### config.mk
export PLATFORM = sky130hd
export DESIGN_NAME = obd_option_decode
export DESIGN_NICKNAME = d
export VERILOG_FILES = /design/src/include/obd_pkg.sv /design/src/hw/obd_option_decode.sv /design/src/hw/obd_store_mem.sv
export SDC_FILE = /design/constraint.sdc
export NUM_CORES = 1
export LEC_CHECK = 0
export BUFFER_PORTS_ARGS = -buffer_cell sky130_fd_sc_hd__buf_2
export CORE_MARGIN = 2
export CORE_UTILIZATION = 49
export DETAILED_ROUTE_END_ITERATION = 6
export HOLD_SLACK_MARGIN = 0.08
export PLACE_DENSITY = 0.85
export SYNTH_ARGS = -nofsm -noshare
export SYNTH_HDL_FRONTEND = slang
export SYNTH_SLANG_ARGS = --single-unit
export TNS_END_PERCENT = 20
### constraint.sdc
create_clock -name CORE_CLK -period 3 [get_ports CORE_CLK]
set_input_delay 0.3 -clock CORE_CLK [delete_from_list [all_inputs] [get_ports CORE_CLK]]
set_output_delay 0.3 -clock CORE_CLK [all_outputs]
set_load 0.05 [all_outputs]
### src/include/obd_pkg.sv
package obd_pkg;

   // ************************************************************
   // Register map (byte addresses on the AXI4-Lite bus).
   // ************************************************************
   localparam logic [7:0] OBD_ADDR_PCR = 8'h00;
   localparam logic [7:0] OBD_ADDR_ADDR = 8'h04;
   localparam logic [7:0] OBD_ADDR_DATA = 8'h08;
   localparam logic [7:0] OBD_ADDR_STORE = 8'h0C;
   localparam logic [7:0] OBD_ADDR_DECODED = 8'h10;
   localparam logic [7:0] OBD_ADDR_STATUS = 8'h14;

   // ************************************************************
   // Program control register fields.
   // ************************************************************
   localparam int OBD_PCR_PGM_BIT = 0;
   localparam int OBD_PCR_LATCH_BIT = 1;
   localparam int OBD_PCR_ENABLE_BIT = 2;
   localparam logic [2:0] OBD_PCR_RESET = 3'h0;

   // Option store byte indices.
   localparam logic [0:0] OBD_STORE_BYTE0 = 1'h0;
   localparam logic [0:0] OBD_STORE_BYTE1 = 1'h1;
   localparam logic [15:0] OBD_STORE_RESET = 16'h0000;

   // ************************************************************
   // Option bit positions, all within store byte 0.
   // ************************************************************
   localparam int OBD_OPT_STOP_BIT = 0;
   localparam int OBD_OPT_TRIG_BIT = 1;
   localparam int OBD_OPT_PULL_BIT = 2;
   localparam int OBD_OPT_PINT_BIT = 3;
   localparam int OBD_OPT_DLY_BIT = 4;
   localparam int OBD_OPT_LVR_BIT = 5;
   localparam int OBD_OPT_WDOG_BIT = 6;

   // ************************************************************
   // Start-up delay counts in internal clock cycles.
   // ************************************************************
   localparam logic [11:0] OBD_DELAY_SHORT = 12'h0E0;
   localparam logic [11:0] OBD_DELAY_LONG = 12'hFE0;

   // Byte write time of the store, in microseconds, and its cycle count.
   localparam int OBD_CLK_MHZ = 100;
   localparam int OBD_PROG_TIME_US = 1000;
   localparam int OBD_PROG_CYCLES = OBD_PROG_TIME_US * OBD_CLK_MHZ;

   // AXI response codes.
   localparam logic [1:0] OBD_RESP_OKAY = 2'h0;
   localparam logic [1:0] OBD_RESP_SLVERR = 2'h2;

   // Decoded options as one carrier.
   typedef struct packed {
      logic stop_enable;
      logic edge_only;
      logic pulls_on;
      logic port_irq_enable;
      logic lvr_enable;
      logic watchdog_enable;
      logic [11:0] startup_cycles;
   } obd_opts_t;

endpackage

### src/hw/obd_option_decode.sv
module obd_option_decode #(
   parameter int PROG_CYCLES = obd_pkg::OBD_PROG_CYCLES
) (
   input wire logic CORE_CLK,
   input wire logic RST_N,
   input wire logic [7:0] S_AXI_AWADDR,
   input wire logic S_AXI_AWVALID,
   output logic S_AXI_AWREADY,
   input wire logic [31:0] S_AXI_WDATA,
   input wire logic [3:0] S_AXI_WSTRB,
   input wire logic S_AXI_WVALID,
   output logic S_AXI_WREADY,
   output logic [1:0] S_AXI_BRESP,
   output logic S_AXI_BVALID,
   input wire logic S_AXI_BREADY,
   input wire logic [7:0] S_AXI_ARADDR,
   input wire logic S_AXI_ARVALID,
   output logic S_AXI_ARREADY,
   output logic [31:0] S_AXI_RDATA,
   output logic [1:0] S_AXI_RRESP,
   output logic S_AXI_RVALID,
   input wire logic S_AXI_RREADY,
   output obd_pkg::obd_opts_t OPTS,
   output logic OPTS_VALID,
   output logic PROG_BUSY
);
   import obd_pkg::*;

   // ************************************************************
   // State.
   // ************************************************************
   logic aw_got_reg, aw_got_next;
   logic w_got_reg, w_got_next;
   logic [7:0] awaddr_reg, awaddr_next;
   logic [31:0] wdata_reg, wdata_next;
   logic [3:0] wstrb_reg, wstrb_next;
   logic bvalid_reg, bvalid_next;
   logic [1:0] bresp_reg, bresp_next;
   logic rvalid_reg, rvalid_next;
   logic [31:0] rdata_reg, rdata_next;
   logic [1:0] rresp_reg, rresp_next;
   logic [2:0] pcr_reg, pcr_next;
   logic [0:0] paddr_reg, paddr_next;
   logic [7:0] pdata_reg, pdata_next;
   logic [31:0] tmr_reg, tmr_next;
   logic done_reg, done_next;
   logic capture_reg, capture_next;
   obd_opts_t opts_reg, opts_next;
   logic mem_wr;
   logic [15:0] store;
   logic wr_fire;
   logic data_hit;

   assign wr_fire = aw_got_reg && w_got_reg && !bvalid_reg;
   assign data_hit = wr_fire && (awaddr_reg == OBD_ADDR_DATA) && wstrb_reg[0];

   // Handshake readies are combinational; each channel is taken once per write.
   assign S_AXI_AWREADY = !aw_got_reg && !bvalid_reg;
   assign S_AXI_WREADY = !w_got_reg && !bvalid_reg;
   assign S_AXI_ARREADY = !rvalid_reg;
   assign S_AXI_BVALID = bvalid_reg;
   assign S_AXI_BRESP = bresp_reg;
   assign S_AXI_RVALID = rvalid_reg;
   assign S_AXI_RDATA = rdata_reg;
   assign S_AXI_RRESP = rresp_reg;
   assign OPTS = opts_reg;
   assign OPTS_VALID = done_reg;
   assign PROG_BUSY = (tmr_reg != 32'h0);

   // The cell write happens when the power bit ends a timed pulse.
   obd_store_mem u_mem (
      .CORE_CLK(CORE_CLK),
      .RST_N(RST_N),
      .wr_en(mem_wr),
      .wr_idx(paddr_reg),
      .wr_data(pdata_reg),
      .rd_data(store)
   );

   // ************************************************************
   // Write channel, program control and programming timer.
   // ************************************************************
   always_comb begin
      aw_got_next = aw_got_reg;
      w_got_next = w_got_reg;
      awaddr_next = awaddr_reg;
      wdata_next = wdata_reg;
      wstrb_next = wstrb_reg;
      bvalid_next = bvalid_reg;
      bresp_next = bresp_reg;
      pcr_next = pcr_reg;
      paddr_next = paddr_reg;
      pdata_next = pdata_reg;
      tmr_next = tmr_reg;
      mem_wr = 1'b0;
      if (S_AXI_AWVALID && S_AXI_AWREADY) begin
         aw_got_next = 1'b1;
         awaddr_next = S_AXI_AWADDR;
      end
      if (S_AXI_WVALID && S_AXI_WREADY) begin
         w_got_next = 1'b1;
         wdata_next = S_AXI_WDATA;
         wstrb_next = S_AXI_WSTRB;
      end
      if (bvalid_reg && S_AXI_BREADY) begin
         bvalid_next = 1'b0;
      end
      // Programming pulse counts down to zero once started, even if power drops.
      if (tmr_reg != 32'h0) begin
         tmr_next = tmr_reg - 32'h1;
      end
      if (wr_fire) begin
         aw_got_next = 1'b0;
         w_got_next = 1'b0;
         bvalid_next = 1'b1;
         bresp_next = OBD_RESP_OKAY;
         unique case (awaddr_reg)
            OBD_ADDR_PCR: begin
               if (wstrb_reg[0]) begin
                  // Enable bit only changes while the latch is off, so a store write in flight keeps its gate.
                  if (!pcr_reg[OBD_PCR_LATCH_BIT]) begin
                     pcr_next[OBD_PCR_ENABLE_BIT] = wdata_reg[OBD_PCR_ENABLE_BIT];
                  end
                  pcr_next[OBD_PCR_LATCH_BIT] = wdata_reg[OBD_PCR_LATCH_BIT];
                  // Power can only be on with the latch set.
                  pcr_next[OBD_PCR_PGM_BIT] = wdata_reg[OBD_PCR_PGM_BIT] && wdata_reg[OBD_PCR_LATCH_BIT]
                                              && pcr_reg[OBD_PCR_LATCH_BIT];
                  if (pcr_next[OBD_PCR_PGM_BIT] && !pcr_reg[OBD_PCR_PGM_BIT]) begin
                     tmr_next = 32'(PROG_CYCLES);
                  end
                  // Power dropping after a full pulse commits the byte, if enabled.
                  if (pcr_reg[OBD_PCR_PGM_BIT] && !pcr_next[OBD_PCR_PGM_BIT] && tmr_reg == 32'h0
                      && pcr_reg[OBD_PCR_ENABLE_BIT]) begin
                     mem_wr = 1'b1;
                  end
               end
            end
            OBD_ADDR_ADDR: begin
               if (wstrb_reg[0] && pcr_reg[OBD_PCR_LATCH_BIT]) begin
                  paddr_next = wdata_reg[0:0];
               end
            end
            OBD_ADDR_DATA: begin
               if (wstrb_reg[0] && pcr_reg[OBD_PCR_LATCH_BIT]) begin
                  pdata_next = wdata_reg[7:0];
               end
            end
            OBD_ADDR_STORE, OBD_ADDR_DECODED, OBD_ADDR_STATUS: begin
               bresp_next = OBD_RESP_OKAY;
            end
            default: begin
               bresp_next = OBD_RESP_SLVERR;
            end
         endcase
      end
   end

   always_ff @(posedge CORE_CLK or negedge RST_N) begin
      if (!RST_N) begin
         aw_got_reg <= 1'b0;
         w_got_reg <= 1'b0;
         awaddr_reg <= 8'h00;
         wdata_reg <= 32'h0000_0000;
         wstrb_reg <= 4'h0;
         bvalid_reg <= 1'b0;
         bresp_reg <= OBD_RESP_OKAY;
         pcr_reg <= OBD_PCR_RESET;
         paddr_reg <= OBD_STORE_BYTE0;
         pdata_reg <= 8'h00;
         tmr_reg <= 32'h0;
      end else begin
         aw_got_reg <= aw_got_next;
         w_got_reg <= w_got_next;
         awaddr_reg <= awaddr_next;
         wdata_reg <= wdata_next;
         wstrb_reg <= wstrb_next;
         bvalid_reg <= bvalid_next;
         bresp_reg <= bresp_next;
         pcr_reg <= pcr_next;
         paddr_reg <= paddr_next;
         pdata_reg <= pdata_next;
         tmr_reg <= tmr_next;
      end
   end

   // ************************************************************
   // Read channel.
   // ************************************************************
   always_comb begin
      rvalid_next = rvalid_reg;
      rdata_next = rdata_reg;
      rresp_next = rresp_reg;
      if (rvalid_reg && S_AXI_RREADY) begin
         rvalid_next = 1'b0;
      end
      if (S_AXI_ARVALID && S_AXI_ARREADY) begin
         rvalid_next = 1'b1;
         rresp_next = OBD_RESP_OKAY;
         rdata_next = 32'h0;
         unique case (S_AXI_ARADDR)
            OBD_ADDR_PCR: rdata_next = {29'h0, pcr_reg};
            OBD_ADDR_ADDR: rdata_next = {31'h0, paddr_reg};
            OBD_ADDR_DATA: rdata_next = {24'h0, pdata_reg};
            // Reading the store while latched is not meaningful; it reads zero then.
            OBD_ADDR_STORE: rdata_next = pcr_reg[OBD_PCR_LATCH_BIT] ? 32'h0 : {16'h0, store};
            OBD_ADDR_DECODED: rdata_next = {14'h0, opts_reg};
            OBD_ADDR_STATUS: rdata_next = {30'h0, PROG_BUSY, done_reg};
            default: rresp_next = OBD_RESP_SLVERR;
         endcase
      end
   end

   always_ff @(posedge CORE_CLK or negedge RST_N) begin
      if (!RST_N) begin
         rvalid_reg <= 1'b0;
         rdata_reg <= 32'h0;
         rresp_reg <= OBD_RESP_OKAY;
      end else begin
         rvalid_reg <= rvalid_next;
         rdata_reg <= rdata_next;
         rresp_reg <= rresp_next;
      end
   end

   // ************************************************************
   // Option capture after reset release.
   // ************************************************************
   // The store's registered read port is valid one edge after release, so the
   // capture waits one cycle; the options are then frozen until next reset.
   always_comb begin
      capture_next = 1'b1;
      done_next = done_reg || capture_reg;
      opts_next = opts_reg;
      if (capture_reg && !done_reg) begin
         opts_next.stop_enable = store[OBD_OPT_STOP_BIT];
         opts_next.edge_only = store[OBD_OPT_TRIG_BIT];
         opts_next.pulls_on = store[OBD_OPT_PULL_BIT];
         opts_next.port_irq_enable = !store[OBD_OPT_PINT_BIT];
         opts_next.startup_cycles = store[OBD_OPT_DLY_BIT] ? OBD_DELAY_SHORT : OBD_DELAY_LONG;
         opts_next.lvr_enable = store[OBD_OPT_LVR_BIT];
         opts_next.watchdog_enable = !store[OBD_OPT_WDOG_BIT];
      end
   end

   always_ff @(posedge CORE_CLK or negedge RST_N) begin
      if (!RST_N) begin
         capture_reg <= 1'b0;
         done_reg <= 1'b0;
         opts_reg <= '0;
      end else begin
         capture_reg <= capture_next;
         done_reg <= done_next;
         opts_reg <= opts_next;
      end
   end
endmodule

### src/hw/obd_store_mem.sv
// Two-byte nonvolatile option store; read data comes from a register.
// The cells carry no reset, so programmed options survive a device reset and
// are decoded again at the next release. A write replaces the whole byte,
// which is simpler than modelling cells that can only move one way.
module obd_store_mem (
   input wire logic CORE_CLK,
   input wire logic RST_N,
   input wire logic wr_en,
   input wire logic [0:0] wr_idx,
   input wire logic [7:0] wr_data,
   output logic [15:0] rd_data
);
   import obd_pkg::*;

   // Cells start blank at power-up and are never touched by reset.
   logic [15:0] cells_reg = OBD_STORE_RESET;
   logic [15:0] cells_next;

   // ************************************************************
   // Cell update.
   // ************************************************************
   always_comb begin
      cells_next = cells_reg;
      if (wr_en) begin
         if (wr_idx == OBD_STORE_BYTE0) begin
            cells_next[7:0] = wr_data;
         end else begin
            cells_next[15:8] = wr_data;
         end
      end
   end

   // Cells keep their contents through reset, as a nonvolatile array must.
   always_ff @(posedge CORE_CLK) begin
      cells_reg <= cells_next;
   end

   // Registered read port; it shows the cells again one edge after release.
   always_ff @(posedge CORE_CLK or negedge RST_N) begin
      if (!RST_N) begin
         rd_data <= OBD_STORE_RESET;
      end else begin
         rd_data <= cells_next;
      end
   end
endmodule

; After elaboration in Yosys (flattened, before gate mapping)
; Index checks and enable logic that the tools add are counted.
[op_classes]
reduce_logical = 41
n_addsub = 1
n_bitwise = 1
n_mux = 25
n_eq_ne = 10
[op_table]
columns = cell, n
row1 = $mux 32, 5
row2 = $pmux 18 s6, 1
row3 = $eq 8x4->1 const B, 4
row4 = $eq 8x5->1 const B, 4
row5 = $logic_not 32->1, 1
row6 = $mux 16, 2
row7 = $reduce_bool 32->1, 1
row8 = $sub 32x1->32 const B, 1
row9 = $logic_and 1x1->1, 17
row10 = $eq 8x3->1 const B, 2
row11 = $logic_not 8->1, 2
row12 = $mux 8, 2
row13 = $mux 1, 12
row14 = $mux 12, 1
row15 = $reduce_or 6->1, 2
row16 = $logic_not 1->1, 9
row17 = $reduce_and 3->1, 3
row18 = $reduce_bool 2->1, 4
row19 = $mux 2, 2
row20 = $reduce_and 4->1, 1
row21 = $logic_or 1x1->1, 1
row22 = $not 1->1, 1
[word_totals]
word_cells = 104
output_inout_bits = 61
input_bits = 59
ff_bits = 153

; Depth between registers and ports, before layout
; Gate-level depths: netlist of the first run.
[logic_depth]
ltp_word = 11
mapped_depth = 9
mapped_depth_nobuf = 8

; Modules after synthesis
; From an unflattened synthesis of the first run, not the netlist that was laid out.
[unflattened]
cells_unflattened = 478
area_unflattened_um2 = 5539.1
[by_module_without_submodules]
columns = mod, area_each_um2, seq_area_each_um2, cells_per_inst, n_inst
row1 = obd_option_decode, 4576.9, 2377.3, 427, 1
row2 = obd_store_mem, 962.2, 720.7, 51, 1

; Least setup slack after synthesis of the first run
; OpenSTA, ideal clock, no wires.
[synth_path]
path_kind = reg2reg
start = reg tmr_reg[22]
end = reg u_mem.rd_data[2]
setup_ns = 0.128
stages_incl_launch_ff = 9
required_time_ns = 2.872
slack_ns = -0.139
t_arrival_ns = 3.012
path_buffers = 2
synth_period_minus_slack_ns = 3.139
cell_sequence = dfrtp_1 > or4_1 > clkbuf_1 > or4_1 > buf_2 > nor3_4 > inv_4 > nor4_4 > mux2_2
[synth_via]
elab_chain_cells = 8
[synth_lines]
columns = item, line
row1 = start: declaration, obd_option_decode.sv:45  ; logic [31:0] tmr_reg, tmr_next;
row2 = start signal: assignment, obd_option_decode.sv:182  ; tmr_reg <= tmr_next;
row3 = $logic_not 32->1, obd_option_decode.sv:132  ; if (pcr_reg[OBD_PCR_PGM_BIT] && !pcr_next[OBD_PCR_PGM_BIT] && tmr_reg == 32'h0
row4 = $logic_and 1x1->1, obd_option_decode.sv:132
row5 = $logic_and 1x1->1, obd_option_decode.sv:133  ; && pcr_reg[OBD_PCR_ENABLE_BIT]) begin
row6 = $mux 1, obd_option_decode.sv:132
row7 = $mux 1, obd_option_decode.sv:119  ; if (wstrb_reg[0]) begin
row8 = $mux 1, obd_option_decode.sv:117  ; unique case (awaddr_reg)
row9 = $mux 1, obd_option_decode.sv:112  ; if (wr_fire) begin
row10 = $mux 16, obd_store_mem.sv:24  ; if (wr_en) begin
row11 = via u_mem.cells_next[2], obd_store_mem.sv:17  ; logic [15:0] cells_next;
row12 = end signal: assignment, obd_store_mem.sv:43  ; rd_data <= cells_next;
row13 = end: declaration, obd_store_mem.sv:11  ; output logic [15:0] rd_data
; The timed path passes the listed nets, and every way through them passes these cells.
; A chain may end at the register's enable or synchronous reset.

; Worst setup path in the final report of the first run
[layout_path]
start = reg tmr_reg[5]
end = reg u_mem.rd_data[14]
; Same word-level chain as after synthesis.

==> implementation parameters, run 1 <==
Parameter                              Value

STA
  Post-layout min period    2.90 ns
  Number of endpoints with negative hold slack in the final report    0
  Setup violators final    0
  Slew headroom    0.257
  Final slew viol count    0
  Portion of the clock cycle consumed by the worst path in the final layout    0.967
  RSZ-0062 raised after global routing    false
  Pin slew with the least headroom to its limit    1.11 ns
  Worst Slack Setup Final    0.0990 ns
  Setup clock skew after layout    0.00674 ns
  Fmax    0.345 GHz

Logic synthesis
  Dominant combinational cell family by area after synthesis    simple AND/OR/NAND/NOR gates
  Synth Area in XOR/XNOR    0.0267
  Number of synthesized register bits    127
  Proportion of synthesized chip area in sequential cells    0.556
  Synthesized instance count    494
  Number of flops mapped to enable cells by yosys    0
  Count of cell types in the netlist    55
  Mapped cell area    5570 um2
  Synthesized-area fraction occupied by and/or/nand/nor cells    0.153
  Most used flip-flop cell after synthesis    sky130_fd_sc_hd__dfrtp_1
  Synth Area in Compound Gates    0.101
  Share of flip-flops with an asynchronous set or reset after synthesis    0.874
  Mapped Avg Cell Area    11.3 um2
  Post-synthesis adder-cell area fraction    0.00225
  Yosys warning total    0
  Share of cell area taken by muxes after synthesis    0.103

Power
  Worst IR drop on VDD    0.730 mV
  Overall power after layout    6.27 mW
  Leakage power    3.14 nW
  Power per cell area    925 nW/um2

Critical path
  R2r startpoint    tmr_reg[5]
  CP most frequent cell    sky130_fd_sc_hd__or4_1
  Largest fanout on the critical path    9
  Nature of the critical path endpoint    flip-flop
  Data required time at the worst endpoint    3.29 ns
  Path depth of the worst reg2reg path    7
  CP delay by family, top    simple AND/OR/NAND/NOR gates
  Biggest cell delay along the critical path    0.60 ns
  Crit start category    flip-flop
  Worst reg-to-reg setup slack    0.1 ns
  Critical path buffer and inverter count    2
  Critical-path cell list    or4_1 -> or4_1 -> nor3_4 -> inv_4 -> nor4_4 -> buf_12 -> mux2_4
  Highest-delay cell along the critical path    sky130_fd_sc_hd__or4_1
  Arrival time of the worst setup path    3.19 ns
  Endpoint of the lowest-slack register-to-register path    u_mem.rd_data[14]
  Critical path class    reg2reg

Die
  Total die area    12200 um2
  Chip Height    111 um
  Die span in x    111 um
  Initial core utilization    0.507
  Row count    38
  Floorplan core area    11000 um2
  Boundary Pins    120

Clock tree
  CTS H-tree depth    4
  Clock-pin slew reported for the worst setup and hold paths after clock tree synthesis    0.06 ns
  Inserted Clock Buffers    17
  Number of buffers on the longest clock path    2
  Worst skew pair latency    0.41 ns
  Number of sinks handled by clock tree synthesis    127
  TritonCTS clock tree    yes
  CTS root buffer    sky130_fd_sc_hd__clkbuf_16

Global route
  Initial antenna violation count    0
  Number of global-route vias before repair    4234
  Global Route Usage Sum    0.216
  Global-route wire length before repair    21.4 mm
  Total global routing overflow    0
  Maximum number of pins on one net before global-route repair    93

Routing
  Remaining antenna violation count after routing    0
  Via total after detailed routing    4328
  Detailed-route wire length per cell    17.9 um
  Mean number of vias per cell    5.93
  Final routed DRC violation total    0
  Number of DRC markers after the initial detailed-route iteration    385
  Final Routed Wirelength    13.1 mm
  Count of TritonRoute iterations in the first routing pass    6

Placement
  Worst slack after detailed placement    0.155 ns
  Placed wire-length estimate    8.44 mm
  IO Port Bufs    71
  GPL Wtd Cong    0.826
  Placement-stage cell area    6080 um2

Final layout
  Number of nets in the layout    637
  Multi-input gate area in the final layout    2270 um2
  Layout-stage area growth over the synthesis result    21.6%
  Flip-flop and latch area    3100 um2
  Fin area    6780 um2
  Share of final-layout standard cells stronger than drive strength 1    0.310
  Flip-flop count of the largest register, all copies and words added    32
  Fillers    787
  Diodes inserted    0

Worst hold path
  Capture endpoint of the worst hold path    S_AXI_RVALID
  Hold Crit Class    in2reg
  Hold_sp    S_AXI_RREADY
  Worst Hold Path Cells    2

Run
  # Max-Cap Violations    0

Run status
  Result of the run    finished, final reports clean
[metal layers]
metal  routed length, um  GRT usage  up-vias
met4                 276     0.0725        0
met1                5340      0.274     2147
met3                 945     0.0543       43
met5                   0          0        -
met2                6500      0.364      232
li1                    -          -     1906
[per-stage QoR]
stage               cells  TNS, ns  hold slack [ns]   util
global placement      695        0            0.444  0.554
global route          730        0            0.110  0.617
detailed placement    695        0            0.457  0.554
finish                730        0           0.0874  0.617
floorplan             514    -1.48          0.00441      -
CTS                   728        0           0.0815  0.615
[synth_stat cells, drive strengths merged (4+ instances only)]
cell	instances	area share
nor2	27	0.018
nand2	33	0.022
a22oi	7	0.0094
mux2	49	0.099
a21oi	18	0.016
nand4	7	0.0079
clkbuf	22	0.015
nor4	15	0.022
nand2b	4	0.0045
buf	27	0.036
dfxtp	16	0.057
xnor2	9	0.014
nand4b	4	0.0063
or4	17	0.023
inv	9	0.0065
a31oi	7	0.0079
nand3	5	0.0045
xor2	8	0.013
dfrtp	111	0.50
and2	5	0.0056
o31ai	7	0.0094
nor3	13	0.014
o211ai	6	0.0081
or3	4	0.0045
nand3b	4	0.0054
o21ai	26	0.023
nor2b	4	0.0045
[cell type report]
class / count / area share
clock buffers: 17 / 0.0628
clock inverters: 15 / 0.0347
inverters: 9 / 0.00535
multi-input cells: 329 / 0.335
flip-flops and latches: 127 / 0.457
well taps: 140 / 0.0258
repair buffers: 93 / 0.0794
[power by group]
group	total [mW]	internal, mW	switching (mW)
sequential	2.43	2.06	0.368
clock	2.28	1.49	0.789
combinational	1.57	0.609	0.956
total	6.27	4.16	2.11
[layout by cell type, fill, tap and decap left out, types with 4 or more instances in the layout]
cell                        count
sky130_fd_sc_hd__a21oi_1       18
sky130_fd_sc_hd__a22oi_1        7
sky130_fd_sc_hd__a31oi_1        7
sky130_fd_sc_hd__and2_1         4
sky130_fd_sc_hd__buf_2         70
sky130_fd_sc_hd__buf_4         21
sky130_fd_sc_hd__bufinv_16      5
sky130_fd_sc_hd__clkbuf_16     17
sky130_fd_sc_hd__clkinv_4       5
sky130_fd_sc_hd__conb_1        22
sky130_fd_sc_hd__dfrtp_1      111
sky130_fd_sc_hd__dfxtp_1       16
sky130_fd_sc_hd__inv_1          8
sky130_fd_sc_hd__mux2_2        41
sky130_fd_sc_hd__mux2_4         8
sky130_fd_sc_hd__nand2_1       33
sky130_fd_sc_hd__nand2b_1       4
sky130_fd_sc_hd__nand3_1        5
sky130_fd_sc_hd__nand3b_1       4
sky130_fd_sc_hd__nand4_1        7
sky130_fd_sc_hd__nand4b_1       4
sky130_fd_sc_hd__nor2_1        27
sky130_fd_sc_hd__nor2b_1        4
sky130_fd_sc_hd__nor3_1        12
sky130_fd_sc_hd__nor4_1        12
sky130_fd_sc_hd__o211ai_1       6
sky130_fd_sc_hd__o21ai_0       26
sky130_fd_sc_hd__o31ai_1        7
sky130_fd_sc_hd__or3_1          4
sky130_fd_sc_hd__or4_1         17
sky130_fd_sc_hd__xnor2_1        9
sky130_fd_sc_hd__xor2_1         8
[timing repair]
action | CTS | global route
resized for setup | 0 | 2
hold endpoints to repair | 1 | 0
hold buffers | 1 | 0
endpoints found under the setup margin | 0 | 13
setup buffers | 0 | 2
[worst max-delay path by stage]
stage,start,to,slack (ns),depth (start not counted)
6_report,tmr_reg[5],u_mem.rd_data[14],0.1,7
5_1_grt,tmr_reg[29],u_mem.rd_data[14],0.02,7
4_1_cts,awaddr_reg[0],u_mem.rd_data[3],0.05,6
3_5_place_dp,awaddr_reg[0],u_mem.rd_data[6],0.16,6
3_3_place_gp,tmr_reg[5],u_mem.rd_data[10],0.23,7
2_1_floorplan,tmr_reg[23],u_mem.rd_data[10],-0.09,8
[cells by family (layout without fill, tap and decap cells)]
family          after synthesis  after routing
compound gates               88             88
buf+inv                      58            134
other cells                   2             22
xor+xnor                     17             17
fa+ha+maj                     1              1
flops                       127            127
simple gates                150            150
mux                          51             51
Note: power is estimated with default switching activity, not from simulation.
==> run 2: changes to the inputs <==
--- a/config.mk
+++ b/config.mk
@@ -7,10 +7,10 @@
 export LEC_CHECK = 0
 export BUFFER_PORTS_ARGS = -buffer_cell sky130_fd_sc_hd__buf_2
 export CORE_MARGIN = 2
-export CORE_UTILIZATION = 49
+export CORE_UTILIZATION = 54
 export DETAILED_ROUTE_END_ITERATION = 6
 export HOLD_SLACK_MARGIN = 0.08
-export PLACE_DENSITY = 0.85
+export PLACE_DENSITY = 0.88
 export SYNTH_ARGS = -nofsm -noshare
 export SYNTH_HDL_FRONTEND = slang
 export SYNTH_SLANG_ARGS = --single-unit
==> constraint.sdc (replaced) <==
create_clock -name CORE_CLK -period 2.8 [get_ports CORE_CLK]
set_input_delay 0.28 -clock CORE_CLK [delete_from_list [all_inputs] [get_ports CORE_CLK]]
set_output_delay 0.28 -clock CORE_CLK [all_outputs]
set_load 0.05 [all_outputs]
==> implementation parameters, run 2 (synthesis gave the netlist of run 1 again) <==
Parameter                              Value

Final layout
  Leading cell types in the layout, fill and taps excluded    sky130_fd_sc_hd__dfrtp_1 (111), sky130_fd_sc_hd__buf_2 (69), sky130_fd_sc_hd__buf_4 (35)
  Share of final-layout standard cells stronger than drive strength 1    0.327 (+0.0173)
  Flip-flop and latch area    3100 um2 (unchanged)
  Fillers    684 (-13%)
  Fraction of the core area covered by cells at the end of the flow    0.695 (+0.0785)
  Diodes inserted    0 (unchanged)
  Flip-flop count of the largest register, all copies and words added    32 (unchanged)
  Post-route non-filler standard cell count    762 (+4.4%)
  Layout-stage area growth over the synthesis result    27.1%
  Number of nets in the layout    673 (+5.7%)
  Most frequent standard cell in the layout excluding fill and tap cells    sky130_fd_sc_hd__dfrtp_1
  Multi-input gate area in the final layout    2330 um2 (+2.9%)

STA
  Slew headroom    0.550 (+0.293)
  Final hold slack    0.240 ns (+0.153 ns)
  RSZ-0062 raised after global routing    true
  Setup total negative slack    -0.330 ns (-0.330 ns)
  Post-layout min period    2.84 ns (-0.0631 ns)
  Portion of the clock cycle consumed by the worst path in the final layout    1.01 (+0.0465)
  Setup violators final    17 (+17)
  Fmax    0.352 GHz (+2.2%)
  Pin slew with the least headroom to its limit    0.669 ns (-0.445 ns)
  Worst Slack Setup Final    -0.0379 ns (-0.137 ns)
  Final slew viol count    0 (unchanged)
  Number of endpoints with negative hold slack in the final report    0 (unchanged)
  Setup clock skew after layout    0.0101 ns (+0.00332 ns)

Placement
  Placed wire-length estimate    8.52 mm (+0.91%)
  Number of instances in the placed design    704 (+1.3%)
  IO Port Bufs    71 (unchanged)
  GPL Wtd Cong    0.911 (+10%)

Critical path
  Critical path origin    tmr_reg[5]
  Arrival time of the worst setup path    3.24 ns (+0.05 ns)
  Crit start category    flip-flop
  Critical path class    reg2reg
  Data required time at the worst endpoint    3.20 ns (-0.09 ns)
  R2r startpoint    tmr_reg[5]
  Largest fanout on the critical path    4 (-5)
  Nature of the critical path endpoint    flip-flop

Worst hold path
  Hold_sp    S_AXI_ARADDR[4]
  Hold Crit Class    in2reg

Global route
  Number of global-route vias before repair    4650 (+9.8%)
  Maximum number of pins on one net before global-route repair    42 (-55%)
  Global-route wire length before repair    23.1 mm (+8.2%)
  Global Route Usage Sum    0.266 (+0.0498)
  Total global routing overflow    0 (unchanged)
  Initial antenna violation count    0 (unchanged)

Routing
  Via total after detailed routing    4498 (+3.9%)
  Mean number of vias per cell    5.90 (-0.44%)
  Remaining antenna violation count after routing    0 (unchanged)
  Final routed DRC violation total    3 (+3)
  Final Routed Wirelength    14.4 mm (+10%)
  Detailed-route wire length per cell    18.9 um (+5.5%)
  Number of DRC markers after the initial detailed-route iteration    396 (+2.9%)
  Count of TritonRoute iterations in the first routing pass    7 (+1)

Power
  Worst IR drop on VDD    0.697 mV (-4.4%)
  Overall power after layout    6.63 mW (+5.8%)
  Leakage power    3.28 nW (+4.4%)
  Power per cell area    937 nW/um2 (+1.2%)

Run status
  Failing checks    design-rule violations, negative setup slack
  Result of the run    complete, but fails checks

Die
  Chip Height    106 um (-4.6%)
  Row count    37 (-2.6%)
  Die span in x    106 um (-4.6%)
  Total die area    11100 um2 (-8.9%)
  Initial core utilization    0.547 (+0.0398)
  Floorplan core area    10200 um2 (-7.3%)
  Boundary Pins    120 (unchanged)

Clock tree
  Inserted Clock Buffers    17 (unchanged)
  Number of sinks handled by clock tree synthesis    127 (unchanged)
  Number of buffers on the longest clock path    2 (unchanged)
  Worst skew pair latency    0.53 ns (+0.12 ns)
  TritonCTS clock tree    yes
  Clock-pin slew reported for the worst setup and hold paths after clock tree synthesis    0.06 ns (about the same)
  CTS root buffer    sky130_fd_sc_hd__clkbuf_8
  CTS H-tree depth    4 (unchanged)

Run
  # Max-Cap Violations    0 (unchanged)
## run 2: repair_timing
action,CTS,global route
setup endpoints to repair,1,33
hold buffers,20,0
setup buffers,6,0
gates resized for setup,9,8
endpoints found under the hold margin,57,0
pin swaps,4,1
## run 2: worst max-delay path, cell delays in order, from the launching register on
cell and delay (ns):
sky130_fd_sc_hd__dfrtp_1 0.39, sky130_fd_sc_hd__or4_4 0.56, sky130_fd_sc_hd__or4_4 0.47, sky130_fd_sc_hd__nor3_4 0.28, sky130_fd_sc_hd__inv_4 0.06, sky130_fd_sc_hd__buf_4 0.16, sky130_fd_sc_hd__nor4_4 0.27, sky130_fd_sc_hd__buf_4 0.21
sky130_fd_sc_hd__mux2_4 0.31
## run 2: per-layer routing
layer  track usage  vias to the layer above  part of all wire
li1              -                     1989                 -
met1         0.324                     2193              0.39
met2         0.436                      254              0.49
met3        0.0656                       62             0.068
met4         0.147                        0             0.045
met5             0                        -                 0
## run 2: final cells by class
type	count	share of cell area
sequential	127	0.437
clock buffer	19	0.0609
multi-input combinational	329	0.329
inverter	9	0.00512
clock inverter	13	0.0180
tap	136	0.0240
timing repair buffer	129	0.125
## run 2: stage by stage
| step | cell area, um2 | worst slack (ns) |
|---|---|---|
| after detailed placement | 6210 | 0.0359 |
| after global routing | 7080 | -0.0808 |
| final | 7080 | -0.0379 |
| after floorplan | 5700 | -0.294 |
| after CTS | 7040 | -0.0477 |
| after global placement | 6210 | 0.0840 |
## run 2: final timing paths
kind	end	slack, ns	cells after the start
setup / recovery	u_mem.cells_reg[2]	-0.04	8
hold / removal	S_AXI_RDATA[2]	0.24	4
setup reg to reg	u_mem.cells_reg[2]	-0.04	8
hold reg to reg	OPTS_VALID	0.46	1
max in group asynchronous	tmr_reg[12]	1.72	3
min in group asynchronous	tmr_reg[4]	0.28	2
## run 2: power by group
group          internal (mW)  total [mW]  switching (mW)
logic                  0.827        1.98            1.16
registers               2.21        2.58           0.376
clock network           1.22        2.07           0.849
